## src/rtl/vta_pkg.sv

```systemverilog
package vta_pkg;
  // Register indices; the byte address on the bus is four times the index
  localparam logic [7:0] IDX_MISC_CTRL   = 8'h03;
  localparam logic [7:0] IDX_SHARED_PINS = 8'h0f;
  localparam logic [7:0] IDX_STOP_HIGH   = 8'h13;
  localparam logic [7:0] IDX_STOP_LOW    = 8'h14;
  localparam logic [7:0] IDX_GENLOCK     = 8'h15;
  localparam logic [7:0] IDX_HSYNC_START = 8'h16;
  localparam logic [7:0] IDX_VERT_BLANK_START  = 8'h18;
  localparam logic [7:0] IDX_VERT_BLANK_STOP   = 8'h19;
  localparam logic [7:0] IDX_CHROMA_ONE  = 8'h1a;
  localparam logic [7:0] IDX_STATUS      = 8'h30;

  // Reset values
  localparam logic [7:0] RST_MISC_CTRL   = 8'h00;
  localparam logic [7:0] RST_SHARED_PINS = 8'h00;
  localparam logic [7:0] RST_STOP_HIGH   = 8'h00;
  localparam logic [1:0] RST_STOP_LOW    = 2'h0;
  localparam logic [7:0] RST_GENLOCK     = 8'h01;
  localparam logic [7:0] RST_HSYNC_START = 8'h80;
  localparam logic [7:0] RST_VERT_BLANK_START  = 8'h00;
  localparam logic [7:0] RST_VERT_BLANK_STOP   = 8'h00;
  localparam logic [7:0] RST_CHROMA_ONE  = 8'h0c;

  // Field positions
  localparam int MISC_VERTICAL_BLANK_OUT_SEL_BIT  = 7;
  localparam int MISC_GP_LATCH_BIT  = 6;
  localparam int PINS_SHARED_SEL    = 1;
  localparam int GL_FV_LSB          = 4;
  localparam int GL_RTC_MODE_BIT    = 2;
  localparam int GL_RTC_SEL_BIT     = 0;
  localparam int CH_PLL_RESET_BIT   = 4;
  localparam int CH_ADAPTIVE_BIT    = 3;
  localparam int CH_COMB_BIT        = 2;
  localparam int CH_AUTO_COLOR_GAIN_CTL_LSB        = 0;

  // Horizontal sync step and neutral code
  localparam int          HSYNC_STEP_CLKS = 4;
  localparam logic [7:0]  HSYNC_NEUTRAL   = 8'h80;

  // Nominal delays in sample clocks
  localparam logic [12:0] NTSC_HB_TO_HS = 13'h001c;
  localparam logic [12:0] NTSC_HB_LEN   = 13'h0110;
  localparam logic [12:0] PAL_HB_TO_HS  = 13'h0020;
  localparam logic [12:0] PAL_HB_LEN    = 13'h011c;

  // Standard frame lengths in lines
  localparam logic [10:0] NTSC_LINES = 11'h20d;
  localparam logic [10:0] PAL_LINES  = 11'h271;

  typedef enum logic [1:0] {
    FV_AUTO   = 2'b00,
    FV_TOGGLE = 2'b01,
    FV_PULSE  = 2'b10,
    FV_ILLEGAL = 2'b11
  } vta_fv_mode_t;

  typedef enum logic [1:0] {
    GL_GENLOCK = 2'b00,
    GL_RTC0    = 2'b01,
    GL_RTC1    = 2'b10
  } vta_gl_mode_t;

  typedef enum logic [1:0] {
    ACG_ON     = 2'b00,
    ACG_RSVD   = 2'b01,
    ACG_OFF    = 2'b10,
    ACG_FROZEN = 2'b11
  } vta_acg_t;
endpackage : vta_pkg

```

## src/rtl/vta_video_timing_adjust.sv

```systemverilog
`timescale 1ns/1ps
// Function
// [RL1] Software keeps active window pixel count even
// [RL2] Stop value commits only on low write
// [RL3] Stop offset ten-bit signed, reset zero
// [RL4] Stop offset moves end-of-active code
// [RL5] Two-bit field flag mode for nonstandard
// [RL6] Vertical flag switches at field boundary
// [RL7] Bits two and zero pick genlock mode
// [RL8] Sync start moves in four-clock steps
// [RL9] Nominal sync and blank delays per standard
// [RL10] Signed vertical blank start line offset
// [RL11] Signed vertical blank stop line offset
// [RL12] Adjusted blank drives shared blank output
// [RL13] Adjusted blank bounds luminance bypass
// [RL14] PLL reset, flag sent next line; genlock_serial_out sends it in genlock mode only, never in RTC modes
// [RL15] Adaptive comb enable, reset enabled
// [RL16] Comb filter enable, reset enabled
// [RL17] Colour gain field: on, off, frozen
// [RL18] Software writes high stop byte first
// [RL19] Stop offset relative to default stop
// [RL20] Shared pin picks latch or blank
// [RL21] Staged high byte commits with low
module vta_video_timing_adjust #(
  parameter int          ADDR_W     = 8,
  parameter logic [12:0] LINE_CLKS  = 13'h06b4,
  parameter logic [12:0] STOP_DFLT  = 13'h06b0,
  parameter logic [12:0] HSYNC_CLKS = 13'h0040,
  parameter logic [10:0] VBI_LINES  = 11'h014
) (
  input  wire logic              ref_clk,
  input  wire logic              rst,
  input  wire logic              psel,
  input  wire logic              penable,
  input  wire logic              pwrite,
  input  wire logic [ADDR_W-1:0] paddr,
  input  wire logic [31:0]       pwdata,
  input  wire logic [3:0]        pstrb,
  output logic [31:0]            prdata,
  output logic                   pready,
  output logic                   pslverr,
  input  wire logic              video_std_pal,
  input  wire logic [10:0]       frame_lines,
  input  wire logic              intreq_in,
  output logic                   active_video_window,
  output logic                   eav_strobe,
  output logic                   hsync_out,
  output logic                   field_flag,
  output logic                   vert_flag,
  output logic                   vertical_blank_out,
  output logic                   luma_bypass_active,
  output logic                   shared_irq_pin,
  output logic                   general_purpose_latch_out,
  output logic                   genlock_serial_out,
  output logic [1:0]             genlock_mode,
  output logic                   color_pll_reset,
  output logic                   adaptive_comb_enable,
  output logic                   comb_enable,
  output logic [1:0]             auto_color_gain_ctl
);

  // Signed offset helpers
  function automatic logic signed [12:0] sext8(input logic [7:0] v);
    sext8 = {{5{v[7]}}, v};
  endfunction

  function automatic logic in_window(input logic signed [12:0] p,
                                     input logic signed [12:0] lo,
                                     input logic signed [12:0] hi);
    in_window = (p >= lo) && (p < hi);
  endfunction

  // Folds a position into one line; two steps each way cover the widest
  // sync shift and stop offset even on a shortened line
  function automatic logic signed [12:0] wrap_line(
    input logic signed [12:0] d);
    logic signed [12:0] w;
    w = d;
    if (w < 0) begin
      w = w + signed'(LINE_CLKS);
    end
    if (w < 0) begin
      w = w + signed'(LINE_CLKS);
    end
    if (w >= signed'(LINE_CLKS)) begin
      w = w - signed'(LINE_CLKS);
    end
    if (w >= signed'(LINE_CLKS)) begin
      w = w - signed'(LINE_CLKS);
    end
    return w;
  endfunction

  // Register bus decode
  logic [7:0] reg_idx;
  wire        setup_ph = psel & ~penable;
  wire        wr_en    = psel & penable & pready & pwrite & pstrb[0];
  assign reg_idx = 8'(paddr[ADDR_W-1:2]);

  logic [7:0] misc_q;
  logic [7:0] pins_q;
  logic [7:0] stop_hi_q;
  logic [7:0] gl_q;
  logic [7:0] hs_q;
  logic [7:0] vbs_q;
  logic [7:0] vbe_q;
  logic [7:0] ch_q;
  logic [1:0] stop_lo_q;
  logic [9:0] stop_off_q;

  wire wr_misc  = wr_en && reg_idx == vta_pkg::IDX_MISC_CTRL;
  wire wr_pins  = wr_en && reg_idx == vta_pkg::IDX_SHARED_PINS;
  wire wr_sthi  = wr_en && reg_idx == vta_pkg::IDX_STOP_HIGH;
  wire wr_stlo  = wr_en && reg_idx == vta_pkg::IDX_STOP_LOW;
  wire wr_gl    = wr_en && reg_idx == vta_pkg::IDX_GENLOCK;
  wire wr_hs    = wr_en && reg_idx == vta_pkg::IDX_HSYNC_START;
  wire wr_vbs   = wr_en && reg_idx == vta_pkg::IDX_VERT_BLANK_START;
  wire wr_vbe   = wr_en && reg_idx == vta_pkg::IDX_VERT_BLANK_STOP;
  wire wr_ch    = wr_en && reg_idx == vta_pkg::IDX_CHROMA_ONE;

  // Pin input synchroniser: three stages, change accepted on agreement
  logic std_s1_q;
  logic std_s2_q;
  logic std_s3_q;
  logic std_pal_q;
  always_ff @(posedge ref_clk or posedge rst) begin
    if (rst) begin
      std_s1_q  <= 1'b0;
      std_s2_q  <= 1'b0;
      std_s3_q  <= 1'b0;
      std_pal_q <= 1'b0;
    end else begin
      std_s1_q <= video_std_pal;
      std_s2_q <= std_s1_q;
      std_s3_q <= std_s2_q;
      // Stage three only confirms; a value seen in one stage alone
      // never switches the standard
      if (std_s2_q == std_s3_q) begin
        std_pal_q <= std_s3_q;
      end
    end
  end

  // Timing engine state
  logic [12:0] hc_q;
  logic [10:0] line_q;
  logic        pll_pend_q;
  logic        odd_tog_q;
  wire         line_end  = (hc_q == LINE_CLKS - 13'h0001);
  wire         line_start = (hc_q == 13'h0000);

  logic pll_pend_d;
  assign pll_pend_d = (pll_pend_q & ~line_start) |
                      (wr_ch & pwdata[vta_pkg::CH_PLL_RESET_BIT]);

  // Register file
  always_ff @(posedge ref_clk or posedge rst) begin
    if (rst) begin
      misc_q     <= vta_pkg::RST_MISC_CTRL;
      pins_q     <= vta_pkg::RST_SHARED_PINS;
      stop_hi_q  <= vta_pkg::RST_STOP_HIGH;
      stop_lo_q  <= vta_pkg::RST_STOP_LOW;
      stop_off_q <= 10'h000;
      gl_q       <= vta_pkg::RST_GENLOCK;
      hs_q       <= vta_pkg::RST_HSYNC_START;
      vbs_q      <= vta_pkg::RST_VERT_BLANK_START;
      vbe_q      <= vta_pkg::RST_VERT_BLANK_STOP;
      ch_q       <= vta_pkg::RST_CHROMA_ONE;
      pll_pend_q <= 1'b0;
    end else begin
      if (wr_misc) misc_q <= pwdata[7:0];
      if (wr_pins) pins_q <= pwdata[7:0];
      // [RL21] Staged high byte
      if (wr_sthi) stop_hi_q <= pwdata[7:0];
      // [RL2] Commit on low write
      if (wr_stlo) begin
        // A low write alone recommits the old staged byte
        stop_lo_q  <= pwdata[1:0];
        // [RL3] Ten-bit signed join
        stop_off_q <= {stop_hi_q, pwdata[1:0]};
      end
      if (wr_gl) gl_q <= pwdata[7:0];
      if (wr_hs) hs_q <= pwdata[7:0];
      if (wr_vbs) vbs_q <= pwdata[7:0];
      if (wr_vbe) vbe_q <= pwdata[7:0];
      // PLL reset bit is a command and does not stay set
      if (wr_ch) ch_q <= pwdata[7:0] & ~8'h10;
      // [RL14] Pending flag, set wins
      pll_pend_q <= pll_pend_d;
    end
  end

  // Line and pixel counters
  logic        is_std, half_hit;
  logic [10:0] half_lines;
  assign half_lines = frame_lines >> 1;
  assign is_std   = frame_lines == (std_pal_q ? vta_pkg::PAL_LINES
                                              : vta_pkg::NTSC_LINES);
  assign half_hit = line_end && (line_q == half_lines - 11'h001);
  // The >= catches a frame length cut short while the count is past it
  wire   frame_hit = line_end && (line_q >= frame_lines - 11'h001);
  wire   field_hit = half_hit | frame_hit;

  always_ff @(posedge ref_clk or posedge rst) begin
    if (rst) begin
      hc_q      <= 13'h0000;
      line_q    <= 11'h000;
      odd_tog_q <= 1'b0;
    end else begin
      hc_q <= line_end ? 13'h0000 : hc_q + 13'h0001;
      if (frame_hit) begin
        line_q <= 11'h000;
      end else if (line_end) begin
        line_q <= line_q + 11'h001;
      end
      if (field_hit) odd_tog_q <= ~odd_tog_q;
    end
  end

  // Horizontal positions
  logic [12:0] hb_to_hs, hb_len;
  // [RL9] Nominal delays per standard
  assign hb_to_hs = std_pal_q ? vta_pkg::PAL_HB_TO_HS : vta_pkg::NTSC_HB_TO_HS;
  assign hb_len   = std_pal_q ? vta_pkg::PAL_HB_LEN   : vta_pkg::NTSC_HB_LEN;

  logic signed [12:0] stop_pos, hs_pos, hs_rel, hc_s;
  assign hc_s = signed'(hc_q);
  // [RL19] Relative to default stop
  assign stop_pos = wrap_line(signed'(STOP_DFLT) +
                              signed'({{3{stop_off_q[9]}}, stop_off_q}));
  // [RL8] Four-clock steps around neutral
  assign hs_pos = signed'(hb_to_hs) +
    13'(signed'(signed'({5'h00, vta_pkg::HSYNC_NEUTRAL}) -
                signed'({5'h00, hs_q}))
        * vta_pkg::HSYNC_STEP_CLKS);
  // Codes far from neutral push sync outside the line; fold it back
  assign hs_rel = wrap_line(hc_s - hs_pos);

  logic active_d, eav_d, hsync_d;
  assign active_d = in_window(hc_s, signed'(hb_len), stop_pos);
  // [RL4] End code follows stop offset
  assign eav_d    = hc_s == stop_pos;
  assign hsync_d  = in_window(hs_rel, 13'sh0000, signed'(HSYNC_CLKS));

  // Vertical positions, measured from the current field start
  logic signed [12:0] fl;
  logic signed [12:0] fl_wrap;
  logic signed [12:0] vb_lo;
  logic signed [12:0] vb_hi;
  assign fl      = signed'({2'b00, (line_q >= half_lines)
                                   ? line_q - half_lines : line_q});
  // A negative start reaches into the previous field, so the window is
  // also tested one field back
  assign fl_wrap = fl - signed'({2'b00, half_lines});
  // [RL10] Start offset signed
  assign vb_lo = sext8(vbs_q);
  // [RL11] Stop offset signed
  assign vb_hi = signed'({2'b00, VBI_LINES}) + sext8(vbe_q);

  logic vblank_d, std_vb_d;
  assign vblank_d = in_window(fl, vb_lo, vb_hi) ||
                    in_window(fl_wrap, vb_lo, vb_hi);
  assign std_vb_d = in_window(fl, 13'sh0000, signed'({2'b00, VBI_LINES}));

  // Field flag by mode
  logic field_d;
  logic [1:0] fv_mode;
  assign fv_mode = gl_q[vta_pkg::GL_FV_LSB +: 2];
  always_comb begin
    field_d = line_q >= half_lines;
    // [RL5] Nonstandard field flag modes
    if (!is_std) begin
      case (fv_mode)
        vta_pkg::FV_AUTO:   field_d = frame_lines[0] ? odd_tog_q : 1'b1;
        vta_pkg::FV_TOGGLE: field_d = odd_tog_q;
        vta_pkg::FV_PULSE:  field_d = (fl == 13'sh0000);
        // The illegal code toggles rather than freezing the flag
        default:            field_d = odd_tog_q;
      endcase
    end
  end

  // [RL7] Bit one ignored
  logic [1:0] gl_mode_d;
  assign gl_mode_d = !gl_q[vta_pkg::GL_RTC_SEL_BIT] ? vta_pkg::GL_GENLOCK :
                     gl_q[vta_pkg::GL_RTC_MODE_BIT] ? vta_pkg::GL_RTC1
                                                    : vta_pkg::GL_RTC0;

  // [RL12] Blank or latch on shared pin
  logic blank_pin_d;
  assign blank_pin_d = misc_q[vta_pkg::MISC_VERTICAL_BLANK_OUT_SEL_BIT] ? vblank_d
                     : misc_q[vta_pkg::MISC_GP_LATCH_BIT];

  // Read mux
  // Reads have no side effect; the status byte is a live view
  logic [7:0] rd_byte;
  logic       rd_hit;
  always_comb begin
    rd_hit  = 1'b1;
    rd_byte = 8'h00;
    case (reg_idx)
      vta_pkg::IDX_MISC_CTRL:   rd_byte = misc_q;
      vta_pkg::IDX_SHARED_PINS: rd_byte = pins_q;
      vta_pkg::IDX_STOP_HIGH:   rd_byte = stop_hi_q;
      vta_pkg::IDX_STOP_LOW:    rd_byte = {6'h00, stop_lo_q};
      vta_pkg::IDX_GENLOCK:     rd_byte = gl_q;
      vta_pkg::IDX_HSYNC_START: rd_byte = hs_q;
      vta_pkg::IDX_VERT_BLANK_START:  rd_byte = vbs_q;
      vta_pkg::IDX_VERT_BLANK_STOP:   rd_byte = vbe_q;
      vta_pkg::IDX_CHROMA_ONE:  rd_byte = ch_q;
      vta_pkg::IDX_STATUS:      rd_byte = {3'h0, is_std, pll_pend_q,
                                           vblank_d, std_vb_d, field_d};
      default:                  rd_hit  = 1'b0;
    endcase
  end

  // Bus answer: every access completes one cycle after setup
  // An unmapped index still completes, flagged by pslverr, so a host
  // can never stall the bus
  always_ff @(posedge ref_clk or posedge rst) begin
    if (rst) begin
      prdata  <= 32'h0000_0000;
      pready  <= 1'b0;
      pslverr <= 1'b0;
    end else begin
      pready  <= setup_ph;
      pslverr <= setup_ph & ~rd_hit;
      if (setup_ph && !pwrite) begin
        prdata <= rd_hit ? {24'h00_0000, rd_byte} : 32'h0000_0000;
      end
    end
  end

  // Registered outputs
  // Every output leaves a flop so no decode glitch reaches a pin
  always_ff @(posedge ref_clk or posedge rst) begin
    if (rst) begin
      active_video_window       <= 1'b0;
      eav_strobe                <= 1'b0;
      hsync_out                 <= 1'b0;
      field_flag                <= 1'b0;
      vert_flag                 <= 1'b0;
      vertical_blank_out        <= 1'b0;
      luma_bypass_active        <= 1'b0;
      shared_irq_pin            <= 1'b0;
      general_purpose_latch_out <= 1'b0;
      genlock_serial_out        <= 1'b0;
      genlock_mode              <= vta_pkg::GL_RTC0;
      color_pll_reset           <= 1'b0;
      adaptive_comb_enable      <= 1'b1;
      comb_enable               <= 1'b1;
      auto_color_gain_ctl       <= vta_pkg::ACG_ON;
    end else begin
      active_video_window <= active_d;
      eav_strobe          <= eav_d;
      hsync_out           <= hsync_d;
      field_flag          <= field_d;
      // [RL6] Vertical flag from field start
      vert_flag           <= std_vb_d;
      vertical_blank_out  <= vblank_d;
      // [RL13] Bypass bounded by blank
      luma_bypass_active  <= vblank_d;
      // [RL20] Shared pin select
      shared_irq_pin <= pins_q[vta_pkg::PINS_SHARED_SEL] ? blank_pin_d
                                                         : intreq_in;
      general_purpose_latch_out <= misc_q[vta_pkg::MISC_GP_LATCH_BIT];
      // [RL14] Phase zeroed, flag next line in genlock mode only
      color_pll_reset    <= wr_ch & pwdata[vta_pkg::CH_PLL_RESET_BIT];
      genlock_serial_out <= pll_pend_q & line_start &
                            (gl_mode_d == vta_pkg::GL_GENLOCK);
      genlock_mode       <= gl_mode_d;
      // [RL15] Adaptive comb enable
      adaptive_comb_enable <= ch_q[vta_pkg::CH_ADAPTIVE_BIT];
      // [RL16] Comb enable
      comb_enable          <= ch_q[vta_pkg::CH_COMB_BIT];
      // [RL17] Colour gain field
      auto_color_gain_ctl  <= ch_q[vta_pkg::CH_AUTO_COLOR_GAIN_CTL_LSB +: 2];
    end
  end

endmodule // vta_video_timing_adjust

```

## config.mk

```make
export PLATFORM = sky130hd
export DESIGN_NAME = vta_video_timing_adjust
export DESIGN_NICKNAME = d
export VERILOG_FILES = /design/src/rtl/vta_pkg.sv /design/src/rtl/vta_video_timing_adjust.sv
export SDC_FILE = /design/constraint.sdc
export NUM_CORES = 1
export LEC_CHECK = 0
export BUFFER_PORTS_ARGS = -buffer_cell sky130_fd_sc_hd__buf_4
export CAP_MARGIN = 20
export CORE_MARGIN = 2
export CORE_UTILIZATION = 40
export CTS_CLUSTER_SIZE = 25
export DETAILED_ROUTE_END_ITERATION = 10
export REMOVE_ABC_BUFFERS = 1
export SLEW_MARGIN = 10
export SYNTH_ARGS = -nofsm -noshare
export SYNTH_HDL_FRONTEND = slang
export SYNTH_SLANG_ARGS = --single-unit
```

## constraint.sdc

```tcl
create_clock -name ref_clk -period 17.6 [get_ports ref_clk]
set_clock_uncertainty 0.1 [all_clocks]
set_input_delay 1.76 -clock ref_clk [delete_from_list [all_inputs] [get_ports ref_clk]]
set_output_delay 1.76 -clock ref_clk [all_outputs]
set_load 0.01 [all_outputs]
```

==> results.md, run 1 <==
- Largest net degree at the start of global routing: 78
- Number of synthesized register bits: 129
- Initial core utilization: 0.4043
- Clock Root Buffer: clkbuf_16
- Mapped Cells: about 1,300
- CP Data Arrival Time: 8450 ps
- Post-synth top area cell: dfrtp_1
- CTS tree: built
- Clk_lat worst skew: approximately 420 ps
- Top-count cell post-synth: ha_1
- Ys Warns: 0
- Routed Wire Length: 29,380 µm
- Util after Layout: 0.4538
- Die H: 173.9 µm
- CTS H-tree depth: 4
- Commonest cells post-synth: 126 x ha_1, 122 x dfrtp_1, 95 x nand2_1
- Clock Path Buffers: 2
- Area contributors post-synth: dfrtp_1 26%, ha_1 14%, mux2_2 7.5%
- Min setup slack post-route: approximately 9400 ps
- Number of synthesized flops with an enable pin: 0
- Worst Setup Path Type: in -> reg
- Post-DP HPWL: 22,790 µm
- Min-Delay Path Class: reg -> reg
- Sw Ratio: 0.3627
- Startpoint types: input port
- Post-route ant nets: 0
- Sequential fraction of the synthesis area: 0.2804
- Clk network pwr share: 0.319
- CP Capture Type: flip-flop
- Required time of the critical path: about 18,000 ps
- Final setup TNS: 0 ps
- Postcts setup bufs: 0
- I/O Buffers: 59
- Layout cells sized above 1: 0.1544
- Synth Cell Area: roughly 12,000 µm²
- Worst slew pin tran: between 900 and 1000 ps
- Highest metal used: met4
- CTS-repair resized insts: 0
- WL met1: 13,990 µm
- Int Pwr: 0.6811 mW
- Ant. Diodes: 0
- Number of max-cap violations: 0
- GRT Total Usage: 0.1980
- Slew Viols, Final: 0
- Most frequent CP cell: a21o_1
- Slowest cell on crit path: nor2_1
- CTS Sinks: 129
- PwrDens: about 83 nW/µm²
- Hold Buf Count CTS: 0
- Clock-pin slew on the worst setup and hold paths: about 60 ps
- Number of global-route vias before repair: 9,511
- Max incr delay on CP: 710 ps
- Status: finished clean
- Sequential power share: 0.289
- # setup viols final: 0
- Vias per cell: 5.532
- First-pass GRT wire length: 48,900 µm
- Met3 wire len: 1086 µm
- CORE AREA: between 20,000 and 30,000 µm²
- # DRC: 0
- Placed Area: roughly 12,000 µm²
- Avg Synthesized Cell Area: 8.961 µm²
- Worst-path fanout max: 13
- Worst slew margin: 0.3795
- Leakage: 5.899 nW
- DRT iter0 DRCs: 636
- Die X: 173.9 µm
- Peak supply drop: 71.17 µV
- Min cycle time layout: roughly 8200 ps
- Synth cell types: 86
- Period utilization: 0.4675
- Hold Vio Cnt, Final: 0
- Nets: 1,549
- Grt ovf: 0
- DR pass1 iterations: 5
- RSZ-0062 raised after global routing: false
- DP Worst Slack: about 9100 ps
- Top_reg_cell synth: dfrtp_1
- P&R area growth vs syn: 12.23%
- Drt wl/cell: 16.78 µm
- IO Pins: 113
- Num CTS Buffers: 17
- GPL Wtd Cong: 0.9064
- Initial antenna violation count: 0
- Post-route cell area: 12,950 µm²
- Vias: 9,687
- Fillers: 2,869
- Die area: 30,230 µm²
- NetSw: 0.3877 mW
- Combinational share of power: 0.392
- Max Clk Rate: 121.5 MHz
- Post-synth top area share: 0.2645
- Asr flop ratio synth: 1.000
- Met2 routed WL: between 10,000 and 15,000 µm
- Row count: slightly above 60
[worst max-delay path, delay by kind of cell]
kind / cells / cell delay, ps
and+or+nand+nor: 5 / 1230
AOI/OAI and AO/OA: 18 / 3760
buffers and inverters: 2 / 280
muxes: 1 / 470
adders and majority gates: 3 / 930
[flip-flops by register name, indices dropped and copies added, names as in the netlist, 2 cells and up]
| name | cells |
|---|---|
| stop_hi_q | 8 |
| auto_color_gain_ctl | 2 |
| vbs_q | 8 |
| hs_q | 8 |
| pins_q | 8 |
| misc_q | 8 |
| stop_off_q | 9 |
| ch_q | 7 |
| line_q | 11 |
| hc_q | 13 |
| genlock_mode | 2 |
| gl_q | 8 |
| vbe_q | 8 |
| prdata | 8 |
[power groups by stage]
| stage | Combinational, mW | Sequential (mW) | Clock [mW] |
|---|---|---|---|
| final | 0.419 | 0.309 | 0.341 |
| after global routing | 0.474 | 0.309 | 0.362 |
| after CTS | 0.417 | 0.309 | 0.348 |
| after detailed placement | 0.414 | 0.314 | 0 |
| after global placement | 0.409 | 0.314 | 0 |
| after floorplan | 0.321 | 0.315 | 0 |
[final cells by class]
type,instances,area [µm²],share of cell area
multi-input cells,1048,7789,0.6013
repair buffers,69,538.0,0.04153
inverters,89,339.1,0.02618
flip-flops and latches,129,3237,0.2499
clock buffers,19,442.9,0.03419
well taps,384,480.5,0.03709
clock inverters,13,127.6,0.009852
[worst paths after layout]
check / startpoint / endpoint / slack, ps / depth (start not counted)
max: frame_lines[2] / shared_irq_pin / 9370 / 29
min: std_s1_q / std_s2_q / 250 / 0
max reg2reg: line_q[1] / shared_irq_pin / 10460 / 27
min reg2reg: std_s1_q / std_s2_q / 250 / 0
max in group asynchronous: rst / gl_q[0] / 15100 / 4
min in group asynchronous: rst / ch_q[1] / 1280 / 2
[cell families after synthesis]
| kind of cell | count (synthesis) | synth area share |
|---|---|---|
| other cells | 1 | 0.0003249 |
| compound gates | 309 | 0.1844 |
| flops | 129 | 0.2804 |
| buf+inv | 134 | 0.05279 |
| mux | 83 | 0.08033 |
| simple gates | 389 | 0.1676 |
| fa+ha+maj | 136 | 0.1513 |
| xor+xnor | 107 | 0.08282 |
[layout by cell type, fill, tap and decap left out, types with 26 or more instances in the layout]
cell,n
nand3_1,37
inv_1,87
buf_4,68
o21a_1,32
o21ai_0,66
xor2_1,34
nor2_1,92
nor3_1,32
ha_1,126
nor2b_1,26
mux2_2,77
a21oi_1,59
nand2_1,95
dfrtp_1,122
xnor2_1,72
[metal layers]
layer | vias to the layer above | GRT usage
met5 | - | 0
met4 | 0 | 0.06057
met3 | 34 | 0.02237
met2 | 265 | 0.3292
met1 | 4632 | 0.2705
li1 | 4756 | -
[stage by stage]
step	hold slack [ps]	total power, mW	cells
6_report	250.6	1.069	1751
5_1_grt	264.3	1.145	1751
4_1_cts	251.4	1.074	1750
3_5_place_dp	234.7	0.7285	1718
3_3_place_gp	232.1	0.7231	1718
2_1_floorplan	231.2	0.6355	1266
Power figures use the tool's default switching activity.
==> inputs of run 2 (changes only) <==
- ABC_AREA: unset -> 1
- clock period: 17.6 -> 8.4 ns (I/O delays scaled with it)
==> run 2 against run 1 <==
Non-clock buffer count decreased by 7. Via count increased by 12%. Register-to-register slack worse by 8500 ps. Utilization down 0.36 points. Clock power increased by 110%. Largest power group unchanged.
==> results.md, run 2 <==
- Clock Root Buffer: clkbuf_16
- Layout cells sized above 1: 0.1153
- Die area: 31,360 µm²
- CP Capture Type: flip-flop
- Number of synthesized register bits: roughly 130
- Min cycle time layout: 6635 ps
- Number of max-cap violations: 0
- P&R area growth vs syn: 11.05%
- Register Area: 3237 µm²
- Placed Cells incl. Taps: 2,127
- GPL Wtd Cong: 0.8985
- Synth cell types: between 50 and 60
- Sequential power share: 0.239
- Required time of the critical path: roughly 8700 ps
- Fillers: ~3,000
- Asr flop ratio synth: 1.000
- Commonest non-fill, non-tap cells in the layout: 424 x nand2_1, 253 x inv_1, 126 x ha_1, 122 x dfrtp_1, 113 x o21ai_0
- PwrDens: about 200 nW/µm²
- Clock-pin slew on the worst setup and hold paths: 70 ps
- Top-count cell post-synth: nand2_1
- Status: finished clean
- Critical R2R Capture: prdata[2]
- Grt ovf: 0
- Slowest cell on crit path: o21ai_0
- Min-Delay Path Class: reg -> reg
- Max reg flops: 13
- Nets: 1,951
- # setup viols final: 0
- Number of global-route vias before repair: 10,490
- R2r setup slk: ~1900 ps
- Die X: about 180 µm
- GRT Total Usage: 0.2052
- Post-DP HPWL: 24,530 µm
- Vias per cell: 5.035
- NetSw: 1.189 mW
- Synth Cell Area: around 12,000 µm²
- Startpoint types: input port
- Sw Ratio: 0.4466
- Worst Setup EP: prdata[2]
- Max Clk Rate: between 150 and 200 MHz
- CORE AREA: 29,560 µm²
- Top reg by flops: hc_q
- Sequential fraction of the synthesis area: 0.2701
- Final setup TNS: 0 ps
- Vias: 10,870
- IO Pins: 113
- Post-route cell area: 13,310 µm²
- Period utilization: 0.7899
- Number of synthesized flops with an enable pin: 0
- DRT iter0 DRCs: 792
- Initial core utilization: 0.4054
- Max incr delay on CP: 640 ps
- Avg Synthesized Cell Area: roughly 7.1 µm²
- Row count: 63
- Worst slew margin: 0.3703
- Ys Warns: 0
- Most frequent CP cell: nand2_1
- CTS H-tree depth: 4
- I/O Buffers: 59
- RSZ-0062 raised after global routing: false
- Area contributors post-synth: dfrtp_1 25%, nand2_1 13%, ha_1 13%
- Leakage: 6.986 nW
- Combinational share of power: 0.492
- Post-route ant nets: 0
- Hold Buf Count CTS: 0
- R2r startpoint: line_q[2]
- Routed Wire Length: 30,950 µm
- Worst-path fanout max: 15
- # DRC: 0
- Clk network pwr share: 0.269
- CTS tree: built
- Initial antenna violation count: 0
- Worst Setup Path Type: in -> reg
- Mapped Cells: around 1,700
- Hold Vio Cnt, Final: 0
- Post-synth top area cell: dfrtp_1
- Commonest non-fill, non-tap cell in the layout: nand2_1
- Pwr Total: 2.662 mW
- Int Pwr: roughly 1.5 mW
- Top flop regs: hc_q (13), line_q (11), stop_off_q (9)
- Largest net degree at the start of global routing: 72
- Worst slew pin tran: 944.5 ps
- Fin cells: 2,159
- Critical path origin: frame_lines[3]
- CP Data Arrival Time: 6900 ps
- Drt wl/cell: 14.34 µm
- Post-synth top area share: 0.2548
- Peak supply drop: around 170 µV
- FF-to-FF path depth: 30
- CTS-repair resized insts: 0
- Commonest cells post-synth: 424 x nand2_1, 254 x inv_1, 126 x ha_1
- First-pass GRT wire length: between 50,000 and 60,000 µm
- CTS Sinks: ~130
- Postcts setup bufs: 0
- Clk_lat worst skew: approximately 440 ps
- Clock Path Buffers: 2
- Slew Viols, Final: 0
- Ant. Diodes: 0
- Die H: 177.1 µm
- DR pass1 iterations: 7
- Placed Area: ~13,000 µm²
- Top_reg_cell synth: dfrtp_1
- Multi-input logic area: ~7500 µm²
- Num CTS Buffers: 17
run 2: kinds of logic after synthesis:
kind of cell / synth area share
AND/OR/NAND/NOR: 0.2919
adder cells (fa/ha/maj): 0.1441
XOR/XNOR: 0.05544
flip-flops: 0.2701
buffers and inverters: 0.1099
other: 0.0003129
AO/OA/AOI/OAI: 0.1282
run 2: area by class of cell:
type / instances / share of cell area
sequential: 129 / 0.2432
clock buffer: 17 / 0.03197
multi-input combinational: 1272 / 0.5648
clock inverter: 15 / 0.01025
inverter: 274 / 0.07813
timing repair buffer: 62 / 0.03498
tap: 390 / 0.03667
run 2: worst min-delay path by stage:
| stage | start | end | slack [ps] | cells past startpoint |
|---|---|---|---|---|
| finish | std_s1_q | std_s2_q | 260 | 0 |
| floorplan | std_s1_q | std_s2_q | 230 | 0 |
| global route | std_s1_q | std_s2_q | 270 | 0 |
| global placement | std_s1_q | std_s2_q | 240 | 0 |
| CTS | std_s1_q | std_s2_q | 260 | 0 |
| detailed placement | std_s1_q | std_s2_q | 250 | 0 |
run 2: power groups by stage:
| stage | Sequential [mW] | Combinational, mW | Clock [mW] |
|---|---|---|---|
| after floorplan | 0.648 | 1.07 | 0 |
| after global placement | 0.647 | 1.29 | 0 |
| after detailed placement | 0.647 | 1.31 | 0 |
| after CTS | 0.636 | 1.32 | 0.727 |
| after global routing | 0.636 | 1.53 | 0.755 |
| final | 0.636 | 1.31 | 0.716 |
run 2: per-stage QoR:
step | worst slack [ps] | util | hold WS [ps]
2_1_floorplan | 2810 | - | 231.2
3_5_place_dp | 1389 | 0.4312 | 246.9
3_3_place_gp | 1376 | 0.4312 | 236.9
4_1_cts | 1772 | 0.4502 | 262.5
5_1_grt | 1137 | 0.4502 | 266.9
6_report | 1765 | 0.4502 | 258.7
run 2: critical path, delay by kind of cell:
| family | cells | cell delay [ps] |
|---|---|---|
| AND/OR/NAND/NOR | 8 | 910 |
| adder cells (fa/ha/maj) | 3 | 1090 |
| XOR/XNOR | 1 | 170 |
| buffers and inverters | 4 | 500 |
| AO/OA/AOI/OAI | 16 | 3400 |
run 2: metal layers:
layer,up-vias,share of wire,GRT usage
met5,-,0,0
met4,0,0.024,0.06439
met3,52,0.041,0.03093
met2,244,0.47,0.3445
met1,4961,0.47,0.2709
li1,5613,-,-
==> inputs of run 3 (changes only) <==
- clock period: 8.4 -> 6.2 ns (I/O delays scaled with it)
==> run 3 against run 2 <==
Combinational power up 40%. Final cell count is 0.56% higher. Critical path type is now reg -> reg. Worst setup slack worse by 1300 ps. Via count is 0.21% lower. Critical endpoint is now hsync_out. Sequential share of layout area decreased by 0.42 points. Flip-flop and latch count did not move. Clock power up 48%. Power grew 41%. Worst hold slack got worse by 54 ps. Non-clock buffer count rose by 13. Utilization up 0.83 points. Die area unchanged.
==> results.md, run 3 (synthesis gave the netlist of run 2 again) <==
- Commonest non-fill, non-tap cells in the layout: 420 x nand2_1, 252 x inv_1, 121 x ha_1, 120 x dfrtp_1, 110 x o21ai_0
- Die X: 177.1 µm
- PwrDens: 277.1 nW/µm²
- Clock-pin slew on the worst setup and hold paths: approximately 60 ps
- Slew Viols, Final: 0
- Post-DP HPWL: 24,510 µm
- Drt wl/cell: 14.25 µm
- Period utilization: 0.9301
- Clock Path Buffers: 2
- Status: finished clean
- Initial antenna violation count: 0
- Startpoint types: flip-flop
- Hold Vio Cnt, Final: 0
- Top flop regs: hc_q (13), line_q (11), stop_off_q (9)
- DP Worst Slack: 108.3 ps
- Worst Setup Path Type: reg -> reg
- P&R area growth vs syn: 13.08%
- Most frequent CP cell: nand2_1
- Critical path origin: hs_q[0]
- CORE AREA: 29,560 µm²
- DR pass1 iterations: 5
- Number of global-route vias before repair: 10,250
- Min cycle time layout: 5767 ps
- GR Layer Usage met1: 0.2747
- Slowest cell on crit path: dfrtp_2
- CTS H-tree depth: 4
- Layout cells sized above 1: 0.1303
- Vias per cell: 4.996
- Max incr delay on CP: between 400 and 500 ps
- Final setup TNS: 0 ps
- Initial core utilization: 0.4054
- Largest net degree at the start of global routing: 73
- Number of max-cap violations: 0
- FF-to-FF path depth: 44
- Routed Wire Length: 30,930 µm
- Multi-input logic area: between 7000 and 8000 µm²
- Die H: 177.1 µm
- R2r setup slk: 430 ps
- R2r startpoint: hs_q[0]
- IO Pins: 113
- Grt ovf: 0
- Clk_lat worst skew: 430 ps
- GR Layer Usage met3: 0.02878
- Required time of the critical path: 6450 ps
- Die area: between 30,000 and 40,000 µm²
- Max Clk Rate: 173.4 MHz
- CTS tree: built
- Nets: between 1,500 and 2,000
- Clock Root Buffer: clkbuf_16
- Worst slew pin tran: 839.2 ps
- Register Area: 3239 µm²
- DRT iter0 DRCs: 679
- Commonest non-fill, non-tap cell in the layout: nand2_1
- Vias: roughly 11,000
- # setup viols final: 0
- CP Data Arrival Time: 6020 ps
- RSZ-0062 raised after global routing: true
- Gr busiest metal: met2
- Top reg by flops: hc_q
- Worst-path fanout max: 11
- CTS Sinks: 129
- Routing usage on met2: 0.3298
- Post-route ant nets: 0
- Min setup slack post-route: 433.5 ps
- Leakage: about 7.1 nW
- First-pass GRT wire length: 51,310 µm
- Min-Delay Path Class: in -> async
- Worst slew margin: 0.4362
- # DRC: 0
- I/O Buffers: 59
- Peak supply drop: 190.1 µV
- Hold WS: 205.1 ps
- Fillers: approximately 3,000
- Util after Layout: 0.4585
- Row count: 63
- Num CTS Buffers: 17
- Max reg flops: 13
- Critical R2R Capture: hsync_out
- Ant. Diodes: 0
- CP Capture Type: flip-flop
- GRT Total Usage: 0.2033
- GPL Wtd Cong: 0.8962
==> run 3: timing repair <==
action                                  4_1_cts  5_1_grt
endpoints found under the setup margin        0        4
gates resized for setup                       0       24
hold buffers                                  0        0
hold endpoints to repair                      0        0
buffers inserted                              0        4
==> run 3: power by group <==
group	internal, mW	total, mW	leakage (nW)	switching, mW
clock network	0.662	1.06	0.304	0.400
registers	0.853	0.862	1.67	0.00892
logic	0.647	1.83	5.10	1.18
==> run 3: layout make-up <==
cell class / instances / area share
Tap cell: 390 / 0.03601
Timing Repair Buffer: 75 / 0.04182
Inverter: 274 / 0.07672
Clock inverter: 12 / 0.01256
Multi-Input combinational cell: 1272 / 0.5604
Sequential cell: 129 / 0.2390
Clock buffer: 19 / 0.03342
==> run 3: metrics by stage <==
step           total power [mW]  std cells  area, µm²
4_1_cts                   3.751       2167      13440
5_1_grt                   4.094       2171      13550
3_5_place_dp              2.675       2136      12810
6_report                  3.756       2171      13550
2_1_floorplan             2.327       1675      11790
3_3_place_gp              2.648       2136      12810
==> run 3: per-layer routing <==
layer	part of all wire	vias to the layer above	wire length (µm)
li1	-	5632	-
met1	0.47	4926	14560
met2	0.46	229	14320
met3	0.037	60	1137
met4	0.030	0	913
met5	0	-	0
==> run 3: how the worst max path moves through the flow <==
stage                            to  slack, ps  cells past startpoint
after global routing      hsync_out       -130                     44
after CTS                 hsync_out         60                     42
after floorplan           prdata[2]        830                     32
final                     hsync_out        430                     44
after global placement    hsync_out        210                     42
after detailed placement  hsync_out        110                     42
==> run 3: critical path, delay by kind of cell (launching register included) <==
kind / cells / cell delay [ps]
buffers and inverters: 6 / 470
flip-flops: 1 / 450
adder cells (fa/ha/maj): 6 / 1430
AND/OR/NAND/NOR: 31 / 3040
AO/OA/AOI/OAI: 1 / 190
